==> config.mk <==
export PLATFORM = sky130hd
export DESIGN_NAME = sdc_decimator
export DESIGN_NICKNAME = d
export VERILOG_FILES = /design/src/shared/sdc_pkg.sv /design/src/hdl/sdc_decimator.sv
export VERILOG_INCLUDE_DIRS = /design/src /design/src/shared
export SDC_FILE = /design/constraint.sdc
export NUM_CORES = 1
export LEC_CHECK = 0
export ABC_CLOCK_PERIOD_IN_PS = 25900
export BUFFER_PORTS_ARGS = -buffer_cell sky130_fd_sc_hd__buf_2
export CORE_UTILIZATION = 40
export DETAILED_ROUTE_END_ITERATION = 10
export HOLD_SLACK_MARGIN = 0.02
export PLACE_DENSITY_LB_ADDON = 0.1
export REMOVE_ABC_BUFFERS = 1
export SYNTH_ARGS = -nofsm -noshare
export SYNTH_HDL_FRONTEND = slang
export SYNTH_SLANG_ARGS = --single-unit
export TNS_END_PERCENT = 5
==> constraint.sdc <==
create_clock -name sys_clk_i -period 25.9 [get_ports sys_clk_i]
set_clock_uncertainty 0.05 [all_clocks]
set_input_delay 3.885 -clock sys_clk_i [delete_from_list [all_inputs] [get_ports sys_clk_i]]
set_output_delay 3.885 -clock sys_clk_i [all_outputs]
set_load 0.01 [all_outputs]
==> src/shared/sdc_consts.svh <==
// offsets, field positions, reset values and timing counts of the decimator
`ifndef SDC_CONSTS_SVH
`define SDC_CONSTS_SVH
`define SDC_SYS_CLK_HZ     100000000
`define SDC_MOD_RATE_HZ    32768
`define SDC_MOD_DIV        (`SDC_SYS_CLK_HZ / `SDC_MOD_RATE_HZ)
`define SDC_OFF_MODE       8'h00
`define SDC_OFF_CONFIG     8'h04
`define SDC_OFF_WORD       8'h08
`define SDC_OFF_RESULT     8'h0c
`define SDC_OFF_STATUS     8'h10
`define SDC_OFF_MASK       8'h14
`define SDC_MODE_CHOP_DIS  3
`define SDC_STAT_READY     0
`define SDC_WORD_RESET     8'h45
`define SDC_WORD_MIN_CHOP  8'h0d
`define SDC_WORD_MIN_BYP   8'h03
`define SDC_SETTLE_CHOP    2'h1
`define SDC_SETTLE_BYP     2'h2
`endif

==> src/shared/sdc_pkg.sv <==
// types shared by the sigma-delta decimator
package sdc_pkg;
   typedef logic signed [35:0] sdc_acc_type;
   typedef enum logic [1:0] {PH_FIRST, PH_SECOND, PH_THIRD} sdc_phase_type;
endpackage

==> src/hdl/sdc_decimator.sv <==
// sinc3 decimator with chop averaging, apb registers and ready interrupt
//
// Register access over APB and the register offsets are this design's own decisions.
`timescale 1ns/1ps
`include "sdc_consts.svh"

module sdc_decimator (
   input  wire logic        sys_clk_i,
   input  wire logic        resetn_i,
   input  wire logic        psel_i,
   input  wire logic        penable_i,
   input  wire logic        pwrite_i,
   input  wire logic [7:0]  paddr_i,
   input  wire logic [31:0] pwdata_i,
   output logic      [31:0] prdata_o,
   output logic             pready_o,
   output logic             pslverr_o,
   input  wire logic        mod_bit_i,
   output logic             mod_tick_o,
   output logic             chop_pol_o,
   output logic      [2:0]  range_o,
   output logic      [3:0]  channel_o,
   output logic             irq_o
);
   logic [11:0]          tick_cnt_reg;
   logic                 mod_tick_reg;
   logic                 chop_dis_reg;
   logic [7:0]           config_reg;
   logic [7:0]           word_reg;
   logic                 mask_reg;
   logic                 ready_reg;
   logic                 ready_next;
   logic [23:0]          result_reg;
   logic                 restart_reg;
   logic                 pready_reg;
   logic                 pslverr_reg;
   logic [31:0]          prdata_reg;
   logic                 irq_reg;
   logic                 pol_reg;
   logic [10:0]          samp_cnt_reg;
   logic [1:0]           settle_reg;
   sdc_pkg::sdc_phase_type phase_reg;
   sdc_pkg::sdc_acc_type integ_reg [3];
   sdc_pkg::sdc_acc_type dly_reg [3];
   sdc_pkg::sdc_acc_type comb_w [4];
   sdc_pkg::sdc_acc_type prev_reg;
   sdc_pkg::sdc_acc_type filt_w;
   sdc_pkg::sdc_acc_type avg_w;
   sdc_pkg::sdc_acc_type conv_w;
   sdc_pkg::sdc_acc_type sample_w;
   logic [7:0]           eff_word;
   logic [10:0]          dec_len;
   logic                 dec_done;
   logic                 conv_done;
   logic                 settled;
   logic                 result_wr;
   logic                 acc;
   logic                 wr;
   logic                 mapped;
   logic [31:0]          rdata_w;

   // modulator rate enable from the system clock
   always_ff @(posedge sys_clk_i) begin
      if (!resetn_i || tick_cnt_reg == 12'(`SDC_MOD_DIV - 1)) begin
         tick_cnt_reg <= 12'h000;
      end else begin
         tick_cnt_reg <= tick_cnt_reg + 12'h001;
      end
      mod_tick_reg <= resetn_i && tick_cnt_reg == 12'(`SDC_MOD_DIV - 1);
   end

   // apb access qualifiers; one wait state so every output is a flop
   assign acc = psel_i && penable_i && pready_reg;
   assign wr  = acc && pwrite_i;

   // word clamped to the legal floor of the active mode
   always_comb begin
      eff_word = word_reg;
      if (!chop_dis_reg && word_reg < `SDC_WORD_MIN_CHOP) begin
         eff_word = `SDC_WORD_MIN_CHOP;
      end else if (chop_dis_reg && word_reg < `SDC_WORD_MIN_BYP) begin
         eff_word = `SDC_WORD_MIN_BYP;
      end
   end
   assign dec_len  = {eff_word, 3'h0};
   assign dec_done = mod_tick_reg && samp_cnt_reg == dec_len - 11'h001;

   // bipolar sample: a one adds, a zero subtracts
   assign sample_w = mod_bit_i ? 36'sh000000001 : -36'sh000000001;
   assign comb_w[0] = integ_reg[2];

   // three integrators and three combs of the sinc3
   // the window spans three outputs, so an unaligned step shows fully on the fourth
   for (genvar k = 0; k < 3; k++) begin : g_stage
      assign comb_w[k+1] = comb_w[k] - dly_reg[k];
      always_ff @(posedge sys_clk_i) begin
         if (!resetn_i || restart_reg) begin
            integ_reg[k] <= '0;
            dly_reg[k]   <= '0;
         end else begin
            if (mod_tick_reg) begin
               integ_reg[k] <= integ_reg[k] + ((k == 0) ? sample_w : integ_reg[(k+2)%3]);
            end
            if (dec_done) begin
               dly_reg[k] <= comb_w[k];
            end
         end
      end
   end

   // decimation counter
   always_ff @(posedge sys_clk_i) begin
      if (!resetn_i || restart_reg || dec_done) begin
         samp_cnt_reg <= 11'h000;
      end else if (mod_tick_reg) begin
         samp_cnt_reg <= samp_cnt_reg + 11'h001;
      end
   end

   // chop mode lets the sinc3 settle three outputs per polarity, hence 24x word
   assign conv_done = dec_done && (chop_dis_reg || phase_reg == sdc_pkg::PH_THIRD);
   assign filt_w    = pol_reg ? -comb_w[3] : comb_w[3];
   assign avg_w     = (filt_w + prev_reg) >>> 1;
   assign conv_w    = chop_dis_reg ? comb_w[3] : avg_w;
   assign settled   = settle_reg == (chop_dis_reg ? `SDC_SETTLE_BYP : `SDC_SETTLE_CHOP);
   assign result_wr = conv_done && settled && !ready_reg;

   // sub-period phase within one chopped conversion
   always_ff @(posedge sys_clk_i) begin
      if (!resetn_i || restart_reg) begin
         phase_reg <= sdc_pkg::PH_FIRST;
      end else if (dec_done && !chop_dis_reg) begin
         case (phase_reg)
            sdc_pkg::PH_FIRST:  phase_reg <= sdc_pkg::PH_SECOND;
            sdc_pkg::PH_SECOND: phase_reg <= sdc_pkg::PH_THIRD;
            default:            phase_reg <= sdc_pkg::PH_FIRST;
         endcase
      end
   end

   // polarity reversal, previous output and settling count
   always_ff @(posedge sys_clk_i) begin
      if (!resetn_i || restart_reg) begin
         pol_reg    <= 1'b0;
         prev_reg   <= '0;
         settle_reg <= 2'h0;
      end else if (conv_done) begin
         pol_reg  <= chop_dis_reg ? 1'b0 : !pol_reg;
         prev_reg <= filt_w;
         if (!settled) begin
            settle_reg <= settle_reg + 2'h1;
         end
      end
   end

   // result register, frozen while ready stays set
   always_ff @(posedge sys_clk_i) begin
      if (!resetn_i) begin
         result_reg <= 24'h000000;
      end else if (result_wr) begin
         result_reg <= conv_w[34:11];
      end
   end

   // ready flag: a new result wins over a clear in the same cycle
   always_comb begin
      ready_next = ready_reg;
      if (wr && paddr_i == `SDC_OFF_STATUS && pwdata_i[`SDC_STAT_READY]) begin
         ready_next = 1'b0;
      end
      if (wr && paddr_i == `SDC_OFF_MODE) begin
         ready_next = 1'b0;
      end
      if (result_wr) begin
         ready_next = 1'b1;
      end
   end

   // software registers and restart pulse
   always_ff @(posedge sys_clk_i) begin
      if (!resetn_i) begin
         chop_dis_reg <= 1'b0;
         config_reg   <= 8'h00;
         word_reg     <= `SDC_WORD_RESET;
         mask_reg     <= 1'b0;
         ready_reg    <= 1'b0;
         restart_reg  <= 1'b0;
      end else begin
         ready_reg   <= ready_next;
         restart_reg <= wr && (paddr_i == `SDC_OFF_MODE || paddr_i == `SDC_OFF_CONFIG
                        || paddr_i == `SDC_OFF_WORD);
         if (wr && paddr_i == `SDC_OFF_MODE) begin
            chop_dis_reg <= pwdata_i[`SDC_MODE_CHOP_DIS];
         end
         if (wr && paddr_i == `SDC_OFF_CONFIG) begin
            config_reg <= pwdata_i[7:0];
         end
         if (wr && paddr_i == `SDC_OFF_WORD) begin
            word_reg <= pwdata_i[7:0];
         end
         if (wr && paddr_i == `SDC_OFF_MASK) begin
            mask_reg <= pwdata_i[`SDC_STAT_READY];
         end
      end
   end

   // read mux; unmapped addresses read zero and flag an error
   always_comb begin
      mapped  = 1'b1;
      rdata_w = 32'h00000000;
      case (paddr_i)
         `SDC_OFF_MODE:   rdata_w[`SDC_MODE_CHOP_DIS] = chop_dis_reg;
         `SDC_OFF_CONFIG: rdata_w[7:0] = config_reg;
         `SDC_OFF_WORD:   rdata_w[7:0] = word_reg;
         `SDC_OFF_RESULT: rdata_w[23:0] = result_reg;
         `SDC_OFF_STATUS: rdata_w[`SDC_STAT_READY] = ready_reg;
         `SDC_OFF_MASK:   rdata_w[`SDC_STAT_READY] = mask_reg;
         default:         mapped = 1'b0;
      endcase
   end

   // apb answer and interrupt flops
   always_ff @(posedge sys_clk_i) begin
      if (!resetn_i) begin
         pready_reg  <= 1'b0;
         pslverr_reg <= 1'b0;
         prdata_reg  <= 32'h00000000;
         irq_reg     <= 1'b0;
      end else begin
         pready_reg  <= psel_i && penable_i && !pready_reg;
         pslverr_reg <= psel_i && penable_i && !pready_reg && !mapped;
         prdata_reg  <= (psel_i && penable_i && !pready_reg && !pwrite_i) ? rdata_w : 32'h0;
         irq_reg     <= ready_reg && mask_reg;
      end
   end

   assign prdata_o   = prdata_reg;
   assign pready_o   = pready_reg;
   assign pslverr_o  = pslverr_reg;
   assign mod_tick_o = mod_tick_reg;
   assign chop_pol_o = pol_reg;
   assign range_o    = config_reg[2:0];
   assign channel_o  = config_reg[7:4];
   assign irq_o      = irq_reg;
endmodule

; ---- Yosys cells after proc, flatten, opt, wreduce, memory -nomap -nowiden
; Memories as Yosys holds them, arrays and structs flattened.
; Cells that the tools add are included.
[totals]
output_inout_bits = 44
register_bits = 144
wordCells = 125
ramBits = 216
memories = 2
in_bits = 46
[classes]
addsub = 12
n_bitwise = 7
reduce_logical = 42
mux = 30
magnitude_cmp = 2
n_eq_ne = 10
[memory_table]
columns = memory, words, width, rd, rd_ports_with_merged_regs, wr, line_no
row1 = dly_reg, 3, 36, 3, 0, 3, sdc_decimator.sv:44  ; sdc_pkg::sdc_acc_type dly_reg [3];
row2 = integ_reg, 3, 36, 3, 0, 3, sdc_decimator.sv:43  ; sdc_pkg::sdc_acc_type integ_reg [3];
[ops]
columns = operator, count
row1 = 36-bit two-way mux, 8
row2 = 36-bit adder, 4
row3 = 36-bit subtractor, 3
row4 = 36-bit negator, 1
row5 = 35-bit two-way mux, 1
row6 = 1-bit logical AND, 22
row7 = "8-bit by 4-bit equality test with 1-bit output, second input constant", 2
row8 = "8-bit by 5-bit equality test with 1-bit output, second input constant", 2
row9 = 8-bit two-way mux, 2
row10 = 1-bit two-way mux, 13
row11 = "12-bit by 1-bit adder with 12-bit output, second input constant", 1
row12 = "12-bit equality test, second input constant", 1
row13 = 4-bit case mux with 3 select lines, 1
row14 = "11-bit by 1-bit adder with 11-bit output, second input constant", 1
row15 = 11-bit equality test, 1
row16 = "11-bit by 1-bit subtractor with 11-bit output, second input constant", 1
row17 = "8-bit by 3-bit equality test with 1-bit output, second input constant", 1
row18 = 8-bit zero test, 1
row19 = "8-bit by 2-bit less-than comparator with 1-bit output, second input constant", 1
row20 = "8-bit by 4-bit less-than comparator with 1-bit output, second input constant", 1
row21 = 1-bit zero test, 7
row22 = 1-bit logical OR, 6
row23 = 1-bit OR, 6
row24 = 2-bit case mux with 3 select lines, 1
row25 = other kinds (14), 15

; ---- Depth between registers and ports, before layout
[logic_depth]
word_depth = 11
ltp_mapped = 50
mapped_depth_nobuf = 49

; ---- Worst setup path after synthesis
; No wires, ideal clock.
[synth_path]
kind = register -> register
start = memory integ_reg[2][0] (netlist name)
end = register result_reg[23]
t_required_ps = 25731
setup_time_ps = 119
path_buffers = 0
period_less_slack_ps = 8412
t_arrival_ps = 8243
path_slack_ps = 17488
path_stages_with_launch = 45
path_cell_list = edfxtp_1 -> inv_1 -> ha_1 -> inv_1 -> fa_1 -> a21o_1 -> a21oi_1 -> o21bai_1 -> a21o_1 -> a21oi_1 -> o21ai_0 -> a21oi_1 -> o21bai_1 -> a21oi_1 -> o21bai_1 -> a21oi_1 -> xnor2_1 -> ha_1 -> [9 not listed] -> and4_1 -> nor2b_1 -> a22oi_1 -> or3_1 -> o21ai_0 -> xor2_1 -> or2_2 -> or3b_2 -> o31ai_1 -> xnor2_1 -> ha_1 -> or3_1 -> a211oi_1 -> nor3_1 -> xnor2_1 -> nand2b_1 -> mux2i_1 -> nor2_1
[synth_rtl]
columns = item, line_no
row1 = start: declaration, sdc_decimator.sv:43
row2 = end signal: assignment, sdc_decimator.sv:161  ; result_reg <= conv_w[34:11];
row3 = end: declaration, sdc_decimator.sv:33  ; logic [23:0] result_reg;

==> reports/qor.yml <==
run_status: "complete, no violations"
start_kind: "flop"
start_util_pct: 40.6
p_leak_nw: 12.2
numClockSinks: 352
totalNegativeSetupSlack_ns: 0
drt_drc_violations_left: 0
drive_above_1_share_pct: 6.21
startpoint: "integ_reg[2][0]"
drtAntennaViolNets: 0
drv_cap: 0
fillers: 6157
dr_total_vias: 19714
syn_avg_cell_area_um2: 8.90
drt_iter0_drc: 757
wirelength_um: 55500
finalInstanceArea_um2: 28300
viasPerCell: 5.19
setup_ws_ns: 15.85
dp_hpwl_um: 41500
rsz0062_at_grt: "no"
multiInputGateArea_um2: 15400
crit_path_frequent_cell: "a21oi_1"
fmax_mhz: 99.5
timing_max_transition_violations_final: 0
ys_seq_area_share_pct: 35.8
portBuffers: 57
period_minus_slack_ns: 10.05
core_um2: 63300
first_global_vias: 19113
worst_setup_path_end_kind: "flop"
clock_tree.buffer_depth: 3
slowest_stage: "o311ai_0"
cpPeakStageDelay_ns: 0.95
finalCritPeriodShare_pct: 38.8
peakVddDrop_uv: 44.1
synth_cell_types: 83
min_from: "result_reg[9]"
ys.flop_type: "edfxtp_1"
rr_startpoint: "integ_reg[2][0]"
cts_buffers: 44
die_h_um: 256
grt_max_degree: 102
final_common_cell: "nor2_1"
arrival_ns: 10.46
ios: 90
async_flop_share_pct: 0
utilization_pct: 44.6
dr.pass1.iters: 5
slew_headroom_pct: 28.9
worstPathRequired_ns: 26.31
nNetsFinal: 3219
area_growth_pct: 9.86
die_x_um: 256
synth_cells: 2890
antenna_found_initial: 1
pre_cts_slack_ns: 15.88
gp_congestion: 0.875
cts_max_level: 2
yosysWarnings: 0
path_clk_slew_ns: 0.06
final_cell_mix: "274 x nor2_1, 268 x a21oi_1, 249 x ha_1"
synth_edf_count: 216
placedInstanceArea_um2: 26800
cts_root_buf: "clkbuf_16"
ff_latch_area_um2: 9210
syn_area_um2: 25700
worst_slew_pin_slew_ns: 1.05
grt_usage_pct: 16.8
critPathMaxFanout: 9
cts_tree: "yes"
hold_viol_final: 0
routedWlPerCell_um: 14.6
grt_pass1_wl_um: 92800
cellPowerDensity_nw_per_um2: 76.3
clk_latency_ns: 0.58
hold_path_class: "reg2reg"
core.rowCount: 92
cts-hold-fix-buffers: 0
ys_ff_latch: 352
worst-setup-path-type: "reg2reg"
overflow: 0
setup_viol: 0
dieArea_um2: 65300
cts_resized: 0
antenna_cells: 0
post_cts_buffers: 0
hold_slack_ns: 0.396
## synth_stat cells, drive strengths merged, types with 79 or more instances
master	n	area [µm²]
xor2	100	876
nor2	277	1040
inv	193	724
a21o	118	886
ha	249	3120
clkbuf	79	297
dfxtp	136	2720
edfxtp	216	6490
xnor2	159	1390
o21ai	130	651
nand2	221	830
and2	135	845
a21oi	269	1350
## power by group
part           switching (mW)  internal [mW]  leakage, nW
clock                   0.245          0.367        0.708
combinational           0.554          0.370         8.32
sequential            0.00882          0.610         3.21
## final cells by class
| cell class | count | area share (%) |
|---|---|---|
| multi-input combinational | 2254 | 54.6 |
| sequential | 352 | 32.6 |
| clock buffer | 56 | 4.39 |
| tap | 846 | 3.75 |
| inverter | 193 | 2.56 |
| timing repair buffer | 73 | 1.43 |
| clock inverter | 21 | 0.686 |
## routing by layer
layer / track usage (%) / share of wire, % / vias to the layer above
li1: - / - / 10372
met4: 6.20 / 3.2 / 0
met1: 20.9 / 46 / 8975
met5: 0 / 0 / -
met2: 29.5 / 47 / 273
met3: 2.32 / 3.1 / 94
## worst max-delay path, delay by kind of cell, from the launching register on
family                     cells  cell delay, ns
buffers and inverters          2            0.15
muxes                          1            0.14
AOI/OAI and AO/OA             22            5.17
and+or+nand+nor               10            1.76
DFF                            1            0.41
adders and majority gates      5            1.58
xor gates and xnor gates       4            0.67
## per-stage QoR
step           cells  total power [mW]
6_report        3795              2.16
5_1_grt         3795              2.32
4_1_cts         3795              2.18
3_5_place_dp    3718              1.55
3_3_place_gp    3718              1.54
2_1_floorplan   2799              1.36
## cell families (layout without fill, tap and decap cells)
group	Yosys count	count (layout)	synth area share, %
buffers and inverters	291	343	4.47
AO/OA/AOI/OAI	780	780	19.4
multiplexers	34	34	1.40
XOR/XNOR	260	260	8.91
adder cells (fa/ha/maj)	255	255	12.6
flip-flops	352	352	35.8
AND/OR/NAND/NOR	917	917	17.4
other	1	8	0.0146
## path summary, 6_finish.rpt
check                        end  slack, ns  cells past startpoint
setup / recovery  result_reg[23]      15.85                     44
hold / removal     result_reg[9]       0.40                      2
setup reg to reg  result_reg[23]      15.85                     44
hold reg to reg    result_reg[9]       0.40                      2
Power figures use the tool's default switching activity.
